`src/cd_cfg_pkg.sv`:
```
/*
 * Constants for the gain, chop and current-detect configuration slice:
 * register indices, field positions, reset values and code decoders.
 * Assumes a 32-bit APB bus where byte address = 4 * register index.
 */
package cd_cfg_pkg;

    // Register indices (byte address is four times the index)
    localparam logic [5:0] IDX_GAIN = 6'h04;
    localparam logic [5:0] IDX_RSVD5 = 6'h05;
    localparam logic [5:0] IDX_CFG = 6'h06;
    localparam logic [5:0] IDX_THR_HI = 6'h07;
    localparam logic [5:0] IDX_THR_LO = 6'h08;
    localparam logic [5:0] IDX_IRQ_STAT = 6'h10;
    localparam logic [5:0] IDX_IRQ_EN = 6'h11;
    localparam logic [5:0] IDX_IRQ_CLR = 6'h12;
    localparam logic [5:0] IDX_DET_STAT = 6'h13;

    // Gain register fields
    localparam int GAIN_CH1_LSB = 4;
    localparam int GAIN_CH0_LSB = 0;
    localparam logic [2:0] GAIN_RST = 3'h0;

    // Configuration register fields and reset value
    localparam logic [15:0] CFG_RST = 16'h0600;
    localparam logic [15:0] CFG_MASK = 16'h1FFF;
    localparam int CFG_DLY_LSB = 9;
    localparam int CFG_CHOP_EN = 8;
    localparam int CFG_ALLCH = 7;
    localparam int CFG_NUM_LSB = 4;
    localparam int CFG_LEN_LSB = 1;
    localparam int CFG_DET_EN = 0;

    // Threshold registers
    localparam logic [15:0] THR_RST = 16'h0000;
    localparam logic [15:0] THR_LO_MASK = 16'hFF00;
    localparam int THR_LO_LSB = 8;

    // Interrupt bit positions
    localparam int IRQ_DETECT = 0;
    localparam int IRQ_CHOP_DONE = 1;
    localparam int IRQ_BITS = 2;

    // Exceedance count needed: 1, 2, 4 ... 128
    function automatic logic [7:0] exceed_needed(input logic [2:0] code);
        exceed_needed = 8'h01 << code;
    endfunction : exceed_needed

    // Measurement window length in conversion periods
    function automatic logic [11:0] window_periods(input logic [2:0] code);
        unique case (code)
            3'h0: window_periods = 12'h080;
            3'h1: window_periods = 12'h100;
            3'h2: window_periods = 12'h200;
            3'h3: window_periods = 12'h300;
            3'h4: window_periods = 12'h500;
            3'h5: window_periods = 12'h700;
            3'h6: window_periods = 12'hA00;
            3'h7: window_periods = 12'hE00;
        endcase
    endfunction : window_periods

    // Chop settling wait in modulator periods: 2 << code, 2 .. 65536
    function automatic logic [16:0] chop_delay_ticks(input logic [3:0] code);
        chop_delay_ticks = 17'h00002 << code;
    endfunction : chop_delay_ticks

endpackage : cd_cfg_pkg

```
`src/exceed_counter.sv`:
```
/*
 * Per-channel counter of conversion results whose magnitude exceeds
 * the detection threshold. Saturates at all ones.
 * Assumes sample_valid is a one-cycle strobe in the clk domain.
 */
`timescale 1ns/1ps
module exceed_counter #(
    parameter int DATA_W = 24,
    parameter int CNT_W = 8
) (
    input wire logic clk,
    input wire logic nrst,
    input wire logic ce,
    input wire logic clear,
    input wire logic sample_valid,
    input wire logic [DATA_W-1:0] sample,
    input wire logic [DATA_W-1:0] threshold,
    output logic [CNT_W-1:0] count
);

    logic [DATA_W-1:0] magnitude;

    // Two's complement magnitude; the most negative value maps to 2^(W-1)
    assign magnitude = sample[DATA_W-1] ? (~sample + 1'b1) : sample;

    // Count exceedances, cleared at the start of each window
    always_ff @(posedge clk or negedge nrst) begin
        if (!nrst) begin
            count <= '0;
        end else if (ce) begin
            if (clear) begin
                count <= '0;
            end else if (sample_valid && (magnitude > threshold) && (count != '1)) begin
                count <= count + 1'b1;
            end
        end
    end

endmodule : exceed_counter

```
`src/gain_chop_current_detect_config.sv`:
```
/*
 * Configuration slice of a two-channel sigma-delta converter: per-channel
 * amplifier gain codes, global-chop enable with settling delay, and the
 * current-detect mode (enable, any/all rule, exceedance count, window
 * length, combined threshold), reached over APB, with a sticky interrupt.
 * Assumes conv_valid strobes once per conversion period with both channel
 * results, and mod_tick strobes once per modulator clock period.
 */
`timescale 1ns/1ps
module gain_chop_current_detect_config #(
    parameter int DATA_W = 24
) (
    input wire logic clk,
    input wire logic nrst,
    input wire logic ce,
    // APB slave
    input wire logic psel,
    input wire logic penable,
    input wire logic pwrite,
    input wire logic [7:0] paddr,
    input wire logic [31:0] pwdata,
    output logic [31:0] prdata,
    output logic pready,
    output logic pslverr,
    // Converter side
    input wire logic mod_tick,
    input wire logic conv_valid,
    input wire logic [DATA_W-1:0] ch0_data,
    input wire logic [DATA_W-1:0] ch1_data,
    output logic [2:0] ch0_amp_gain_code,
    output logic [2:0] ch1_amp_gain_code,
    output logic chop_enable_bit,
    output logic chop_settling,
    output logic detect_out,
    output logic irq
);

    typedef enum logic [0:0] {DET_IDLE, DET_RUN} det_state_t;
    typedef enum logic [0:0] {CHOP_IDLE, CHOP_WAIT} chop_state_t;

    // Register storage
    logic [2:0] ch0_gain_r;
    logic [2:0] ch1_gain_r;
    logic [15:0] cfg_r;
    logic [15:0] thr_hi_r;
    logic [7:0] thr_lo_r;
    logic [cd_cfg_pkg::IRQ_BITS-1:0] irq_stat_r;
    logic [cd_cfg_pkg::IRQ_BITS-1:0] irq_stat_nxt;
    logic [cd_cfg_pkg::IRQ_BITS-1:0] irq_en_r;
    logic [cd_cfg_pkg::IRQ_BITS-1:0] irq_events;

    // APB handshake
    logic pready_r;
    logic [31:0] prdata_r;
    logic pslverr_r;
    logic [31:0] rd_word;
    logic mapped;
    logic [5:0] idx;
    logic acc_done;
    logic wr_en;

    // Decoded configuration fields
    logic [3:0] detect_settle_code;
    logic [3:0] chop_settle_delay;
    logic detect_all_channels;
    logic [2:0] detect_exceed_count;
    logic [2:0] detect_window_length;
    logic detect_mode_enable;
    logic [DATA_W-1:0] threshold;

    // Current-detect machinery
    det_state_t det_state_r;
    logic [11:0] win_cnt_r;
    logic [7:0] cnt0;
    logic [7:0] cnt1;
    logic cnt_clear;
    logic count_en;
    logic win_end;
    logic hit;
    logic det_done_r;
    logic detect_r;

    // Chop settling machinery
    chop_state_t chop_state_r;
    logic [16:0] chop_cnt_r;
    logic chop_done;
    logic chop_settling_r;

    // Field extraction from the configuration word and threshold registers
    assign chop_settle_delay = cfg_r[cd_cfg_pkg::CFG_DLY_LSB +: 4];
    assign detect_settle_code = chop_settle_delay;
    assign detect_all_channels = cfg_r[cd_cfg_pkg::CFG_ALLCH];
    assign detect_exceed_count = cfg_r[cd_cfg_pkg::CFG_NUM_LSB +: 3];
    assign detect_window_length = cfg_r[cd_cfg_pkg::CFG_LEN_LSB +: 3];
    assign detect_mode_enable = cfg_r[cd_cfg_pkg::CFG_DET_EN];
    assign threshold = {thr_hi_r, thr_lo_r};

    // APB decode: word aligned, known index
    assign idx = paddr[7:2];
    assign acc_done = psel && penable && pready_r;
    assign wr_en = acc_done && pwrite && mapped;

    always_comb begin
        mapped = 1'b0;
        if (paddr[1:0] == 2'h0) begin
            unique case (idx)
                cd_cfg_pkg::IDX_GAIN, cd_cfg_pkg::IDX_RSVD5, cd_cfg_pkg::IDX_CFG,
                cd_cfg_pkg::IDX_THR_HI, cd_cfg_pkg::IDX_THR_LO,
                cd_cfg_pkg::IDX_IRQ_STAT, cd_cfg_pkg::IDX_IRQ_EN,
                cd_cfg_pkg::IDX_IRQ_CLR, cd_cfg_pkg::IDX_DET_STAT: mapped = 1'b1;
                default: mapped = 1'b0;
            endcase
        end
    end

    // Read multiplexer; reserved bits and write-only words read zero
    always_comb begin
        rd_word = 32'h00000000;
        unique case (idx)
            cd_cfg_pkg::IDX_GAIN: begin
                rd_word[cd_cfg_pkg::GAIN_CH1_LSB +: 3] = ch1_gain_r;
                rd_word[cd_cfg_pkg::GAIN_CH0_LSB +: 3] = ch0_gain_r;
            end
            cd_cfg_pkg::IDX_CFG: rd_word[15:0] = cfg_r;
            cd_cfg_pkg::IDX_THR_HI: rd_word[15:0] = thr_hi_r;
            cd_cfg_pkg::IDX_THR_LO: rd_word[cd_cfg_pkg::THR_LO_LSB +: 8] = thr_lo_r;
            cd_cfg_pkg::IDX_IRQ_STAT: rd_word[cd_cfg_pkg::IRQ_BITS-1:0] = irq_stat_r;
            cd_cfg_pkg::IDX_IRQ_EN: rd_word[cd_cfg_pkg::IRQ_BITS-1:0] = irq_en_r;
            cd_cfg_pkg::IDX_DET_STAT: begin
                rd_word[0] = (det_state_r == DET_RUN);
                rd_word[1] = det_done_r;
                rd_word[2] = chop_settling_r;
                rd_word[15:8] = cnt0;
                rd_word[23:16] = cnt1;
            end
            default: rd_word = 32'h00000000;
        endcase
    end

    // APB answer: pready one cycle into the access phase
    always_ff @(posedge clk or negedge nrst) begin
        if (!nrst) begin
            pready_r <= 1'b0;
            prdata_r <= 32'h00000000;
            pslverr_r <= 1'b0;
        end else if (ce) begin
            pready_r <= psel && penable && !pready_r;
            if (psel && penable && !pready_r) begin
                prdata_r <= (pwrite || !mapped) ? 32'h00000000 : rd_word; // Refused reads give 0
                pslverr_r <= !mapped;
            end else begin
                pslverr_r <= 1'b0;
            end
        end
    end

    // Gain register: only the two gain fields are stored
    always_ff @(posedge clk or negedge nrst) begin
        if (!nrst) begin
            ch0_gain_r <= cd_cfg_pkg::GAIN_RST;
            ch1_gain_r <= cd_cfg_pkg::GAIN_RST;
        end else if (ce && wr_en && idx == cd_cfg_pkg::IDX_GAIN) begin
            ch1_gain_r <= pwdata[cd_cfg_pkg::GAIN_CH1_LSB +: 3];
            ch0_gain_r <= pwdata[cd_cfg_pkg::GAIN_CH0_LSB +: 3];
        end
    end

    // Configuration and threshold words; reserved bits stay zero
    always_ff @(posedge clk or negedge nrst) begin
        if (!nrst) begin
            cfg_r <= cd_cfg_pkg::CFG_RST;
            thr_hi_r <= cd_cfg_pkg::THR_RST;
            thr_lo_r <= 8'h00;
        end else if (ce && wr_en) begin
            if (idx == cd_cfg_pkg::IDX_CFG) begin
                cfg_r <= pwdata[15:0] & cd_cfg_pkg::CFG_MASK;
            end
            if (idx == cd_cfg_pkg::IDX_THR_HI) begin
                thr_hi_r <= pwdata[15:0];
            end
            if (idx == cd_cfg_pkg::IDX_THR_LO) begin
                thr_lo_r <= pwdata[cd_cfg_pkg::THR_LO_LSB +: 8];
            end
        end
    end

    // Interrupt enable register
    always_ff @(posedge clk or negedge nrst) begin
        if (!nrst) begin
            irq_en_r <= '0;
        end else if (ce && wr_en && idx == cd_cfg_pkg::IDX_IRQ_EN) begin
            irq_en_r <= pwdata[cd_cfg_pkg::IRQ_BITS-1:0];
        end
    end

    // Sticky status: a new event wins over a clear in the same cycle
    always_comb begin
        irq_events = '0;
        irq_events[cd_cfg_pkg::IRQ_DETECT] = detect_r;
        irq_events[cd_cfg_pkg::IRQ_CHOP_DONE] = chop_done;
        irq_stat_nxt = irq_stat_r;
        if (wr_en && idx == cd_cfg_pkg::IDX_IRQ_CLR) begin
            irq_stat_nxt = irq_stat_r & ~pwdata[cd_cfg_pkg::IRQ_BITS-1:0];
        end
        irq_stat_nxt = irq_stat_nxt | irq_events;
    end

    always_ff @(posedge clk or negedge nrst) begin
        if (!nrst) begin
            irq_stat_r <= '0;
            irq <= 1'b0;
        end else if (ce) begin
            irq_stat_r <= irq_stat_nxt;
            irq <= |(irq_stat_nxt & irq_en_r);
        end
    end

    // Per-channel exceedance counters
    assign count_en = (det_state_r == DET_RUN) && conv_valid;
    assign win_end = count_en &&
        (win_cnt_r == cd_cfg_pkg::window_periods(detect_window_length) - 12'h001);
    assign cnt_clear = (det_state_r != DET_RUN) || win_end;

    exceed_counter #(.DATA_W(DATA_W), .CNT_W(8)) u_cnt0 (
        .clk(clk),
        .nrst(nrst),
        .ce(ce),
        .clear(cnt_clear),
        .sample_valid(count_en),
        .sample(ch0_data),
        .threshold(threshold),
        .count(cnt0)
    );

    exceed_counter #(.DATA_W(DATA_W), .CNT_W(8)) u_cnt1 (
        .clk(clk),
        .nrst(nrst),
        .ce(ce),
        .clear(cnt_clear),
        .sample_valid(count_en),
        .sample(ch1_data),
        .threshold(threshold),
        .count(cnt1)
    );

    // Detection condition under the any-channel or all-channels rule
    always_comb begin
        if (detect_all_channels) begin
            hit = (cnt0 >= cd_cfg_pkg::exceed_needed(detect_exceed_count)) &&
                  (cnt1 >= cd_cfg_pkg::exceed_needed(detect_exceed_count));
        end else begin
            hit = (cnt0 >= cd_cfg_pkg::exceed_needed(detect_exceed_count)) ||
                  (cnt1 >= cd_cfg_pkg::exceed_needed(detect_exceed_count));
        end
    end

    // Measurement window sequencer; one detection per window
    always_ff @(posedge clk or negedge nrst) begin
        if (!nrst) begin
            det_state_r <= DET_IDLE;
            win_cnt_r <= 12'h000;
            det_done_r <= 1'b0;
            detect_r <= 1'b0;
        end else if (ce) begin
            detect_r <= 1'b0;
            unique case (det_state_r)
                DET_IDLE: begin
                    win_cnt_r <= 12'h000;
                    det_done_r <= 1'b0;
                    if (detect_mode_enable) begin
                        det_state_r <= DET_RUN;
                    end
                end
                DET_RUN: begin
                    if (!detect_mode_enable) begin
                        det_state_r <= DET_IDLE;
                    end else if (win_end) begin
                        win_cnt_r <= 12'h000;
                        det_done_r <= 1'b0;
                    end else begin
                        if (count_en) begin
                            win_cnt_r <= win_cnt_r + 12'h001;
                        end
                        if (hit && !det_done_r) begin
                            detect_r <= 1'b1;
                            det_done_r <= 1'b1;
                        end
                    end
                end
            endcase
        end
    end

    // Chop settling wait started by a conversion while chop is on and no wait is running
    assign chop_done = (chop_state_r == CHOP_WAIT) && mod_tick && (chop_cnt_r == 17'h00001);

    always_ff @(posedge clk or negedge nrst) begin
        if (!nrst) begin
            chop_state_r <= CHOP_IDLE;
            chop_cnt_r <= 17'h00000;
            chop_settling_r <= 1'b0;
        end else if (ce) begin
            unique case (chop_state_r)
                CHOP_IDLE: begin
                    chop_settling_r <= 1'b0;
                    if (cfg_r[cd_cfg_pkg::CFG_CHOP_EN] && conv_valid) begin
                        chop_state_r <= CHOP_WAIT;
                        chop_cnt_r <= cd_cfg_pkg::chop_delay_ticks(detect_settle_code);
                        chop_settling_r <= 1'b1;
                    end
                end
                CHOP_WAIT: begin
                    if (!cfg_r[cd_cfg_pkg::CFG_CHOP_EN] || chop_done) begin
                        chop_state_r <= CHOP_IDLE;
                        chop_settling_r <= 1'b0;
                    end else if (mod_tick) begin
                        chop_cnt_r <= chop_cnt_r - 17'h00001;
                    end
                end
            endcase
        end
    end

    // Registered outputs
    always_ff @(posedge clk or negedge nrst) begin
        if (!nrst) begin
            ch0_amp_gain_code <= cd_cfg_pkg::GAIN_RST;
            ch1_amp_gain_code <= cd_cfg_pkg::GAIN_RST;
            chop_enable_bit <= 1'b0;
            chop_settling <= 1'b0;
            detect_out <= 1'b0;
        end else if (ce) begin
            ch0_amp_gain_code <= ch0_gain_r;
            ch1_amp_gain_code <= ch1_gain_r;
            chop_enable_bit <= cfg_r[cd_cfg_pkg::CFG_CHOP_EN];
            chop_settling <= chop_settling_r;
            detect_out <= detect_r;
        end
    end

    assign prdata = prdata_r;
    assign pready = pready_r;
    assign pslverr = pslverr_r;

endmodule : gain_chop_current_detect_config

```
`config.mk`:
```
export PLATFORM = sky130hd
export DESIGN_NAME = gain_chop_current_detect_config
export DESIGN_NICKNAME = d
export VERILOG_FILES = /design/src/cd_cfg_pkg.sv /design/src/exceed_counter.sv /design/src/gain_chop_current_detect_config.sv
export SDC_FILE = /design/constraint.sdc
export NUM_CORES = 1
export LEC_CHECK = 0
export BUFFER_PORTS_ARGS = -buffer_cell sky130_fd_sc_hd__buf_2
export CORE_AREA = 2 2 153 110
export CTS_BUF_LIST = sky130_fd_sc_hd__clkbuf_8
export CTS_CLUSTER_DIAMETER = 50
export DETAILED_ROUTE_END_ITERATION = 8
export DIE_AREA = 0 0 155 112
export PLACE_DENSITY = 0.83
export SYNTH_ARGS = -nofsm -noshare
export SYNTH_HDL_FRONTEND = slang
export SYNTH_HIERARCHICAL = 1
export SYNTH_SLANG_ARGS = --single-unit
```
`constraint.sdc`:
```
create_clock -name clk -period 4 [get_ports clk]
set_input_delay 0.8 -clock clk [delete_from_list [all_inputs] [get_ports clk]]
set_output_delay 0.8 -clock clk [all_outputs]
set_load 0.01 [all_outputs]
```
# == Yosys cells after proc, flatten, opt, wreduce, memory -nomap -nowiden ==
# Memory sizes are Yosys's and may differ from the RTL's.
# Cells that the tools add are included.
# op_classes
add_sub_neg,7
magnitude_cmp,4
eq_ne,19
shift,2
muxes,41
n_bitwise,8
n_reduce_logical,42
# ops
op,count
$mux 24,3
$mux 17,3
$add 24x1->24 const B,2
$gt 24x24->1,2
$not 24->24,2
$mux 8,5
$mux 12,3
$pmux 17 s2,1
$pmux 8 s4,1
$eq 6x5->1 const B,4
$pmux 12 s2,1
$logic_and 1x1->1,20
$eq 6x3->1 const B,3
$eq 17x1->1 const B,1
$shl 2x4->17 const A,1
$sub 17x1->17 const B,1
$add 8x1->8 const B,2
$ge 8x8->1,2
$ne 8x8->1 const B,2
$mux 1,15
$reduce_and 2->1,7
$add 12x1->12 const B,1
$eq 12x12->1,1
$pmux 2 s6,1
other kinds (21),39
# word_totals
register_bits,141
mem_bits_ro,72
out_inout_bits,44
n_memories,2
# memory_table
name,words,width,rd,rd_clocked_by_memory_dff,wr,line,text
(name not given),8,5,1,0,0,cd_cfg_pkg.sv:51,unique case (code)
(name not given),32,1,1,0,0,gain_chop_current_detect_config.sv:106,unique case (idx)

# == Longest topological paths before layout ==
# Gate-level depths: netlist of run 1.
# logic_depth
depth_word,9
depth_mapped,17
ltp_nobuf,17

# == Cells and area by module ==
# Netlist of run 1, hierarchy kept.
# modules_own_cells
module,instances,cells_each,area_each_um2,seq_area_each_um2
gain_chop_current_detect_config,1,598,6266.0,2930.3
exceed_counter (u_cnt0),1,207,1602.8,200.2
exceed_counter (u_cnt1),1,199,1570.3,200.2

# == Least setup slack after synthesis of run 1 ==
# No wires, ideal clock.
# synth_path
path_kind,input to register
startpoint,input port ch1_data[5]
endpoint,register u_cnt1.count[1]
arrival_time_ps,4508
slack_ps,-630
path_stages,14
cell_sequence,or3_1 or3_4 or3_4 or4_4 nand2b_4 o41ai_4 xnor2_1 ha_1 nand4_1 nor4_1 o31ai_1 a21oi_1 o21ai_0 a32o_1
# synth_between
elab_chain_len,8
# synth_rtl
item,line,text
"start, declared",gain_chop_current_detect_config.sv:29,"input wire logic [DATA_W-1:0] ch1_data,"
$not 24->24,exceed_counter.sv:24,assign magnitude = sample[DATA_W-1] ? (~sample + 1'b1) : sample;
$add 24x1->24,exceed_counter.sv:24,
$mux 24 *,exceed_counter.sv:24,
$gt 24x24->1 *,exceed_counter.sv:33,end else if (sample_valid && (magnitude > threshold) && (count != '1)) begin
$logic_and 1x1->1 * (2 in series),exceed_counter.sv:33,
$reduce_bool 2->1 (no line) *,-,
$reduce_and 2->1 (no line) *,-,
"end signal, assigned",exceed_counter.sv:34,count <= count + 1'b1;
"end, declared",exceed_counter.sv:18,output logic [CNT_W-1:0] count
# Every way passes the cells marked *; elsewhere a longest branch is shown, timed or not.
# A chain may end at the register's enable or synchronous reset.

# == Worst setup path in the final report of run 1 ==
# layout_path
startpoint,input port ch1_data[5]
endpoint,register u_cnt1.count[5]
# Same word-level chain as after synthesis.

==> results.md, run 1 <==
- The area growth from synthesis to layout is 18.2%.
- The worst-case IR drop observed on VDD is 0.000247 V.
- In the synthesized netlist the async set-or-reset flop fraction comes to 100%.
- STA puts the critical path data required time at 4390 ps.
- The setup path with the least slack is of type in -> reg.
- The clock latency on the worst-skew pair is 460 ps.
- Setup repair after global routing could not meet its margin everywhere.
- For the worst setup path, the data arrival time is 4810 ps.
- After routing the design area is 11200 µm².
- The checks that failed: negative setup slack.
- The final clock period utilization by the worst path is 110%.
- TritonCTS built the clock tree.
- Synthesis instantiated 86 different standard cells from the library.
- The global-route usage over all layers is 30.0%.
- By area the synthesized netlist is led by dfrtp_1 (35%), ha_1 (9.5%), mux2_2 (5.5%), xnor2_1 (4.7%), o21ai_0 (3.4%).
- The final routed DRC violation total is 0.
- The type of the worst min-delay path is in -> async.
- The number of detailed-routing iterations run before antenna repair is 8.
- The headroom to the max-slew limit is 43.4%.
- The library cell with the highest instance count after synthesis is dfrtp_1.
- The cell taking the most area after synthesis is dfrtp_1.
- Sequential cells were found to cover 35.3% of the synthesized design area.
- Dividing total power by cell area gives a power density of 269 nW/µm².
- The number of primary I/O pins is 140.
- The core region is 16000 µm².
- The first global-routing pass estimated 41200 µm of wire.
- The worst slack on hold paths is 438 ps.
- The number of warning messages in the yosys log is 6.
- The placed instances occupy a cell area of 10500 µm².
- The power after layout is 3.00 mW.
- The area of combinational cells with multiple inputs is 5820 µm².
- The transition at the pin with the smallest max-transition slack is 849 ps.
- Adding up every negative setup slack in the final design gives -4860 ps.
- The number of antenna violations at the first check in global routing is 1.
- The placement-stage worst setup slack is -802 ps.
- The number of flops mapped to enable cells by yosys is 0.
- The synthesized design contains 133 register bits.
- The root buffer selected by CTS is clkbuf_8.
- The combined flip-flop and latch cell area is 3330 µm².
- The leftover overflow at the end of global routing is 0.
- Across the routed clock network, the largest skew measured is 14.6 ps.
- Clock tree synthesis found a total of 133 sinks.
- Using the TritonRoute via totals, the vias-per-cell ratio works out to 6.19.
- In this run the static leakage power is 5.06 nW.
- The floorplan die width is 155 µm.
- The share of the synthesized area in the top cell type is 34.7%.
- In the final routed layout, each cell accounts on average for 18.8 µm.
- The number of fillers in the final layout is 1200.
- The detailed router's first-iteration violation count is 790.
- The final weighted congestion in routability-driven placement is 0.902.
- The placement row count is 39.
- For this run, the post-layout net count is 1330.
- The post-detailed-route count of antenna-violating nets is 0.
- The count of max-cap constraint violations is 0.
- The die footprint is 17400 µm².
- The number of global-route vias before repair is 8042.
- Synthesis handed over a netlist of 1004 instances.
- The top fanout value on the critical path is 4.
- The count of endpoints failing hold in the final timing report came to 0.
- Clock-pin slew was measured on the worst setup and hold paths at 80 ps.
- CTS built an H-tree with a depth of 4.
- Counting I/O delays and the setup requirement, the final critical path takes 4420 ps.
- For this run, the leading register cell type out of synthesis is dfrtp_1.
- Static timing analysis puts the maximum clock frequency at 0.226 GHz.
- The post-synth design cell area is 9440 µm².
- By count the netlist is led by dfrtp_1 (131), nand2_1 (80), inv_1 (73).
- Setup violations remaining at the end of the flow were counted as 16.
- Cells with a size suffix above 1 make up 27.3% of the layout.
- The nature of the critical path endpoint is a flop.
- Summing over every cut layer, the via total after detailed routing is 8532.
- The number of hold buffers added after cts is 0.
- During placement, the flow inserted port buffers numbering 115.
- The floorplan die height is 112 µm.
- Across all setup checks in the final design, the least slack found is -417 ps.
- The starting density of the core is 59.2%.
- The worst setup path is launched from a primary input.
- Summed over all layers, the routed wires come to 25900 µm.
- The pin count of the biggest net entering global routing is 68.
- The count of antenna diodes in the layout is 0.
- The average instance in the mapped netlist occupies 9.40 µm².
- The final HPWL from detailed placement is 19200 µm.
- The run finished, with violations left.
- Counting the buffers created by CTS gives 17.
- The longest clock path from root to sink contains 2 buffers.
- The max-slew violation total from the final report is 0.
-- cells in the final DEF, fill, tap and decap left out, types with 6 or more instances in the layout --
master    instances
conb_1            8
dfrtp_1         131
nand3_1          34
clkbuf_8         18
o211ai_1          7
nor4_1           10
o31ai_1          11
buf_6             6
xnor2_1          50
a21oi_1          50
mux2i_1          11
ha_1             70
o21ai_1          12
mux2_4            7
nor3_1           26
mux2_1            7
or3_1            10
o21ai_0          60
nand2b_1         15
nand4_1          25
a21o_1            8
buf_2           110
or3_4             7
a22o_1           12
and3_1            8
buf_4            57
a22oi_1           6
nor2_1           39
and2_1            7
nor2b_1          13
mux2_2           45
nand2_1          79
inv_1            69
-- metrics by stage --
stage                     instances  util (%)
after CTS                      1371      69.0
after detailed placement       1338      65.9
after global placement         1338      65.9
after global routing           1379      69.9
final                          1379      69.9
after floorplan                1011         -
-- layer usage --
metal  routed length, µm  up-vias  track usage [%]
li1                    -     3995                -
met1               11700     4124             44.6
met2               11600      373             45.4
met3                2150       38             5.18
met4                 401        2             8.33
met5                  11        -                0
-- kinds of logic after synthesis --
kind of cell             after synthesis  share of synthesized area [%]
AO/OA/AOI/OAI                        241                           17.6
multiplexers                          70                           8.44
other                                  1                         0.0397
adder cells (fa/ha/maj)               72                           9.54
buffers and inverters                115                           5.10
flip-flops                           133                           35.3
XOR/XNOR                              53                           4.92
AND/OR/NAND/NOR                      319                           19.1
-- sequential cells by signal, summed over array words and instances (netlist names), 2 cells and up --
name and flops:
prdata 24, chop_cnt_r 17, thr_hi_r 16, cfg_r 13, win_cnt_r 12, thr_lo_r 8, u_cnt0/count 8, u_cnt1/count 8
ch0_amp_gain_code 3, ch0_gain_r 3, ch1_amp_gain_code 3, ch1_gain_r 3, irq_en_r 2, irq_stat_r 2
-- cell type report --
type                            count  area share [%]
Timing Repair Buffer              173            9.38
Multi-Input combinational cell    763            52.2
Inverter                           74            2.49
Sequential cell                   133            29.9
Tap cell                          205            2.30
Clock inverter                     13            1.54
Clock buffer                       18            2.22
-- worst max-delay path: stages --
cell and delay, ps:
buf_6 90, or3_4 380, or3_4 350, or3_4 380, or4_4 440, nand2b_4 180, o41ai_4 210, xnor2_1 110
ha_1 320, nand4_1 180, buf_4 200, nor3_2 190, a211oi_2 110, a211o_1 360, or4_1 410, nand3_1 90
-- report_power, final --
group	switching, mW	leakage (nW)	internal (mW)
registers	0.00658	1.82	1.35
logic	0.240	3.03	0.176
clock network	0.584	0.207	0.640
total	0.830	5.06	2.17
-- final timing paths --
kind                       slack (ps)         endpoint           start  depth (start not counted)
max                              -420  u_cnt1/count[5]     ch1_data[5]                         16
min                               440     win_cnt_r[5]            nrst                          1
max reg2reg                       610  u_cnt0/count[6]        cfg_r[3]                         11
min reg2reg                       480   chop_cnt_r[16]  chop_cnt_r[16]                          1
max in group asynchronous        2590    chop_cnt_r[5]            nrst                          2
min in group clk                  480   chop_cnt_r[16]  chop_cnt_r[16]                          1
-- repair_timing --
| action | 4_1_cts | 5_1_grt |
|---|---|---|
| gates resized for setup | 11 | 22 |
| pin swaps | 15 | 10 |
| endpoints found under the hold margin | 0 | 0 |
| setup buffers | 2 | 8 |
| setup endpoints to repair | 16 | 16 |
Note: power is estimated with default switching activity, not from simulation.
==> run 2: changes to the inputs <==
--- a/config.mk
+++ b/config.mk
@@ -6,13 +6,14 @@
 export NUM_CORES = 1
 export LEC_CHECK = 0
 export BUFFER_PORTS_ARGS = -buffer_cell sky130_fd_sc_hd__buf_2
-export CORE_AREA = 2 2 153 110
-export CTS_BUF_LIST = sky130_fd_sc_hd__clkbuf_8
+export CORE_AREA = 2 2 155 111
+export CTS_BUF_LIST = sky130_fd_sc_hd__clkbuf_16
 export CTS_CLUSTER_DIAMETER = 50
 export DETAILED_ROUTE_END_ITERATION = 8
-export DIE_AREA = 0 0 155 112
-export PLACE_DENSITY = 0.83
+export DIE_AREA = 0 0 157 113
+export PLACE_DENSITY = 0.77
 export SYNTH_ARGS = -nofsm -noshare
 export SYNTH_HDL_FRONTEND = slang
 export SYNTH_HIERARCHICAL = 1
 export SYNTH_SLANG_ARGS = --single-unit
+export TNS_END_PERCENT = 1
==> run 2 against run 1 <==
Effect of this change:
- the flow still finishes with violations (negative setup slack)
- fmax shrank 0.81%
- cell area barely moved
- register-to-register slack improved by 150 ps
- global-route usage down 0.89 points
- combinational power is 4.8% lower
- sequential power is essentially flat
- critical endpoint is now u_cnt1/count[3]
- largest power group is now clock
- highest routed layer is now met4
==> results.md, run 2 (synthesis gave the netlist of run 1 again) <==
- The final reports fail on negative setup slack.
- STA classifies the critical path endpoint as a flop.
- The worst reg-to-reg setup slack came to 760 ps (+150 ps).
- The startpoint of the worst register-to-register path is cfg_r[3].
- The count of endpoints failing hold in the final timing report is 0 (unchanged).
- The type of the worst min-delay path is in -> async.
- The number of sinks handled by clock tree synthesis is 133 (unchanged).
- The transition at the pin with the smallest max-transition slack is 842 ps (-6.66 ps).
- The final critical-path setup slack is -453 ps (-36.1 ps).
- The highest layer used for signal routing is met4.
- The starting density of the core was 58.4% (-0.71 points).
- The worst reg-to-reg path cell count was 10 (-1).
- The top cell types in the final layout, fill and taps aside, are dfrtp_1 (131), buf_2 (113), nand2_1 (80).
- The floorplan die height came to 113 µm (+0.89%).
- The placement-stage worst setup slack came to -879 ps (-76.7 ps).
- The number of nets in the layout came to 1325 (-0.38%).
- The detailed route wirelength on metal3 is 2250 µm (+4.5%).
- The number of global-route vias before repair is 7927 (-1.4%).
- The root buffer selected by CTS is clkbuf_16.
- The count of max-cap constraint violations is 0 (unchanged).
- The placement row count is 39 (unchanged).
- The max-slew violation total from the final report is 0 (unchanged).
- The flow ran to the end, but the final reports show violations.
- The final critical path time including I/O delays and setup is 4450 ps (+36.1 ps).
- The power per standard cell area is 299 nW/µm² (+11%).
- The final clock period utilization by the worst path is 111% (+0.90 points).
- The standard cell core area is 16200 µm² (+1.2%).
- The number of antenna violations at the first check in global routing is 1 (unchanged).
- The cell leakage power was 5.05 nW (about the same).
- The maximum clock path buffer count is 2 (unchanged).
- The floorplan die width was 157 µm (+1.3%).
- The count of buffers inserted at the top-level ports is 115 (unchanged).
- The post-route setup TNS is -6160 ps (-1300 ps).
- TritonCTS built the clock tree.
- The area growth from synthesis to layout was 18.3% (about the same).
- The clock latency on the worst-skew pair is 430 ps (-30 ps).
- The die footprint was 17700 µm² (+2.2%).
- The required time reported for the critical path endpoint is 4300 ps (-90 ps).
- The detail-routed net length per standard cell is 18.1 µm (-3.6%).
- The total length of routed met2 wires is 11000 µm (-5.5%).
- The global-route usage over all layers is 29.1% (-0.89 points).
- The worst reg2reg path endpoint is u_cnt1/count[3].
- The wire length of the first global-routing pass came to 40800 µm (-1.1%).
- The number of cells in the design after placement is 1361 (+1.7%).
- The post-detailed-route count of antenna-violating nets came to 0 (unchanged).
- The CTS buffer count came to 17 (unchanged).
- The final core utilization is 69.1% (-0.78 points).
- The pin count of the biggest net entering global routing is 88 (+29%).
- Setup repair after global routing could not meet its margin everywhere.
- The most frequent standard cell in the layout excluding fill and tap cells is dfrtp_1.
- The final weighted congestion in routability-driven placement was 0.912 (+1.2%).
- The number of detailed-routing iterations run before antenna repair is 5 (-3).
- The total wire length after detailed routing is 25300 µm (-2.4%).
- The critical path launch point type is a primary input.
- The clock skew came to 20.5 ps (+5.91 ps).
- The met1 routed wirelength after detailed routing is 11700 µm (-0.27%).
- The number of standard cells in the layout, taps in and fillers out is 1396 (+1.2%).
- The maximum clock rate is 0.225 GHz (-0.81%).
- The total number of vias is 8488 (-0.52%).
- The number of H-tree levels is 4 (unchanged).
- The top fanout value on the critical path was 4 (unchanged).
- The final HPWL from detailed placement is 18900 µm (-1.8%).
- The ratio of cells with drive above 1 in the final layout came to 25.1% (-2.1 points).
- The detailed router's first-iteration violation count is 826 (+4.6%).
- The critical path in this run is classified as in -> reg.
- The leftover overflow at the end of global routing is 0 (unchanged).
- The power after layout is 3.33 mW (+11%).
- The maximum VDD drop is 0.000231 V (-6.5%).
- The headroom to the max-slew limit was 43.6% (+0.25 points).
- The via-per-instance ratio is 6.08 (-1.7%).
- The final routed DRC violation total is 0 (unchanged).
- The arrival time reported for the critical path endpoint is 4750 ps (-60 ps).
- The count of endpoints failing setup in the final report was 16 (unchanged).
- The number of primary I/O pins is 140 (unchanged).
- The number of flip-flops under the largest register name is 24 (unchanged).
- The clock-pin transition on the worst setup and hold timing paths is 70 ps (about the same).
run 2: changes by cell type in the layout (fill, tap and decap cells not counted), sizes merged:
cell	previous run	this run
buf	173	168
clkinv	3	5
bufinv	3	2
clkbuf	18	17
diode	0	1
inv	79	80
run 2: report_power, final:
part	internal, mW	switching (mW)	leakage, nW
registers	1.35	0.00679	1.82
logic	0.169	0.227	2.95
clock network	0.934	0.644	0.287
run 2: final cells by class:
class,count,area (µm²)
clock inverters,15,170
inverters,74,278
repair buffers,168,986
flip-flops and latches,133,3330
multi-input cells,763,5690
well taps,225,282
diodes,1,2.50
clock buffers,17,425
fillers,1276,4990
run 2: critical path: stages:
cell,delay (ps)
buf_6,90
or3_4,380
or3_4,350
or3_4,370
or4_4,430
nand2b_4,180
o41ai_4,210
xnor2_1,130
ha_1,350
nand4_1,150
buf_4,160
nor2_1,40
a221o_1,300
a211oi_2,220
a211o_1,260
nor3_1,60
a221o_1,270
run 2: worst max path at each step:
stage                     start              end  slack [ps]
floorplan           ch1_data[5]  u_cnt1/count[5]        -500
global placement    ch0_data[5]  u_cnt0/count[0]        -790
detailed placement  ch1_data[5]  u_cnt1/count[5]        -880
CTS                 ch1_data[5]  u_cnt1/count[5]        -430
global route        ch1_data[1]  u_cnt1/count[6]        -660
finish              ch1_data[5]  u_cnt1/count[3]        -450
run 2: routing by layer:
metal	up-vias	global-route usage, %
li1	3997	-
met3	36	7.81
met1	4133	43.7
met2	322	42.3
met5	-	0
met4	0	6.30
run 2: stage by stage:
stage / hold WS (ps) / cell area [µm²]
3_3_place_gp: 469 / 10500
2_1_floorplan: 454 / 9490
4_1_cts: 446 / 11200
6_report: 411 / 11200
5_1_grt: 495 / 11200
3_5_place_dp: 469 / 10500
run 2: what timing repair did:
item	in CTS	in global routing
pin swaps	5	2
hold buffers	0	0
resized for setup	3	0
setup buffers	1	1
setup endpoints to repair	16	16
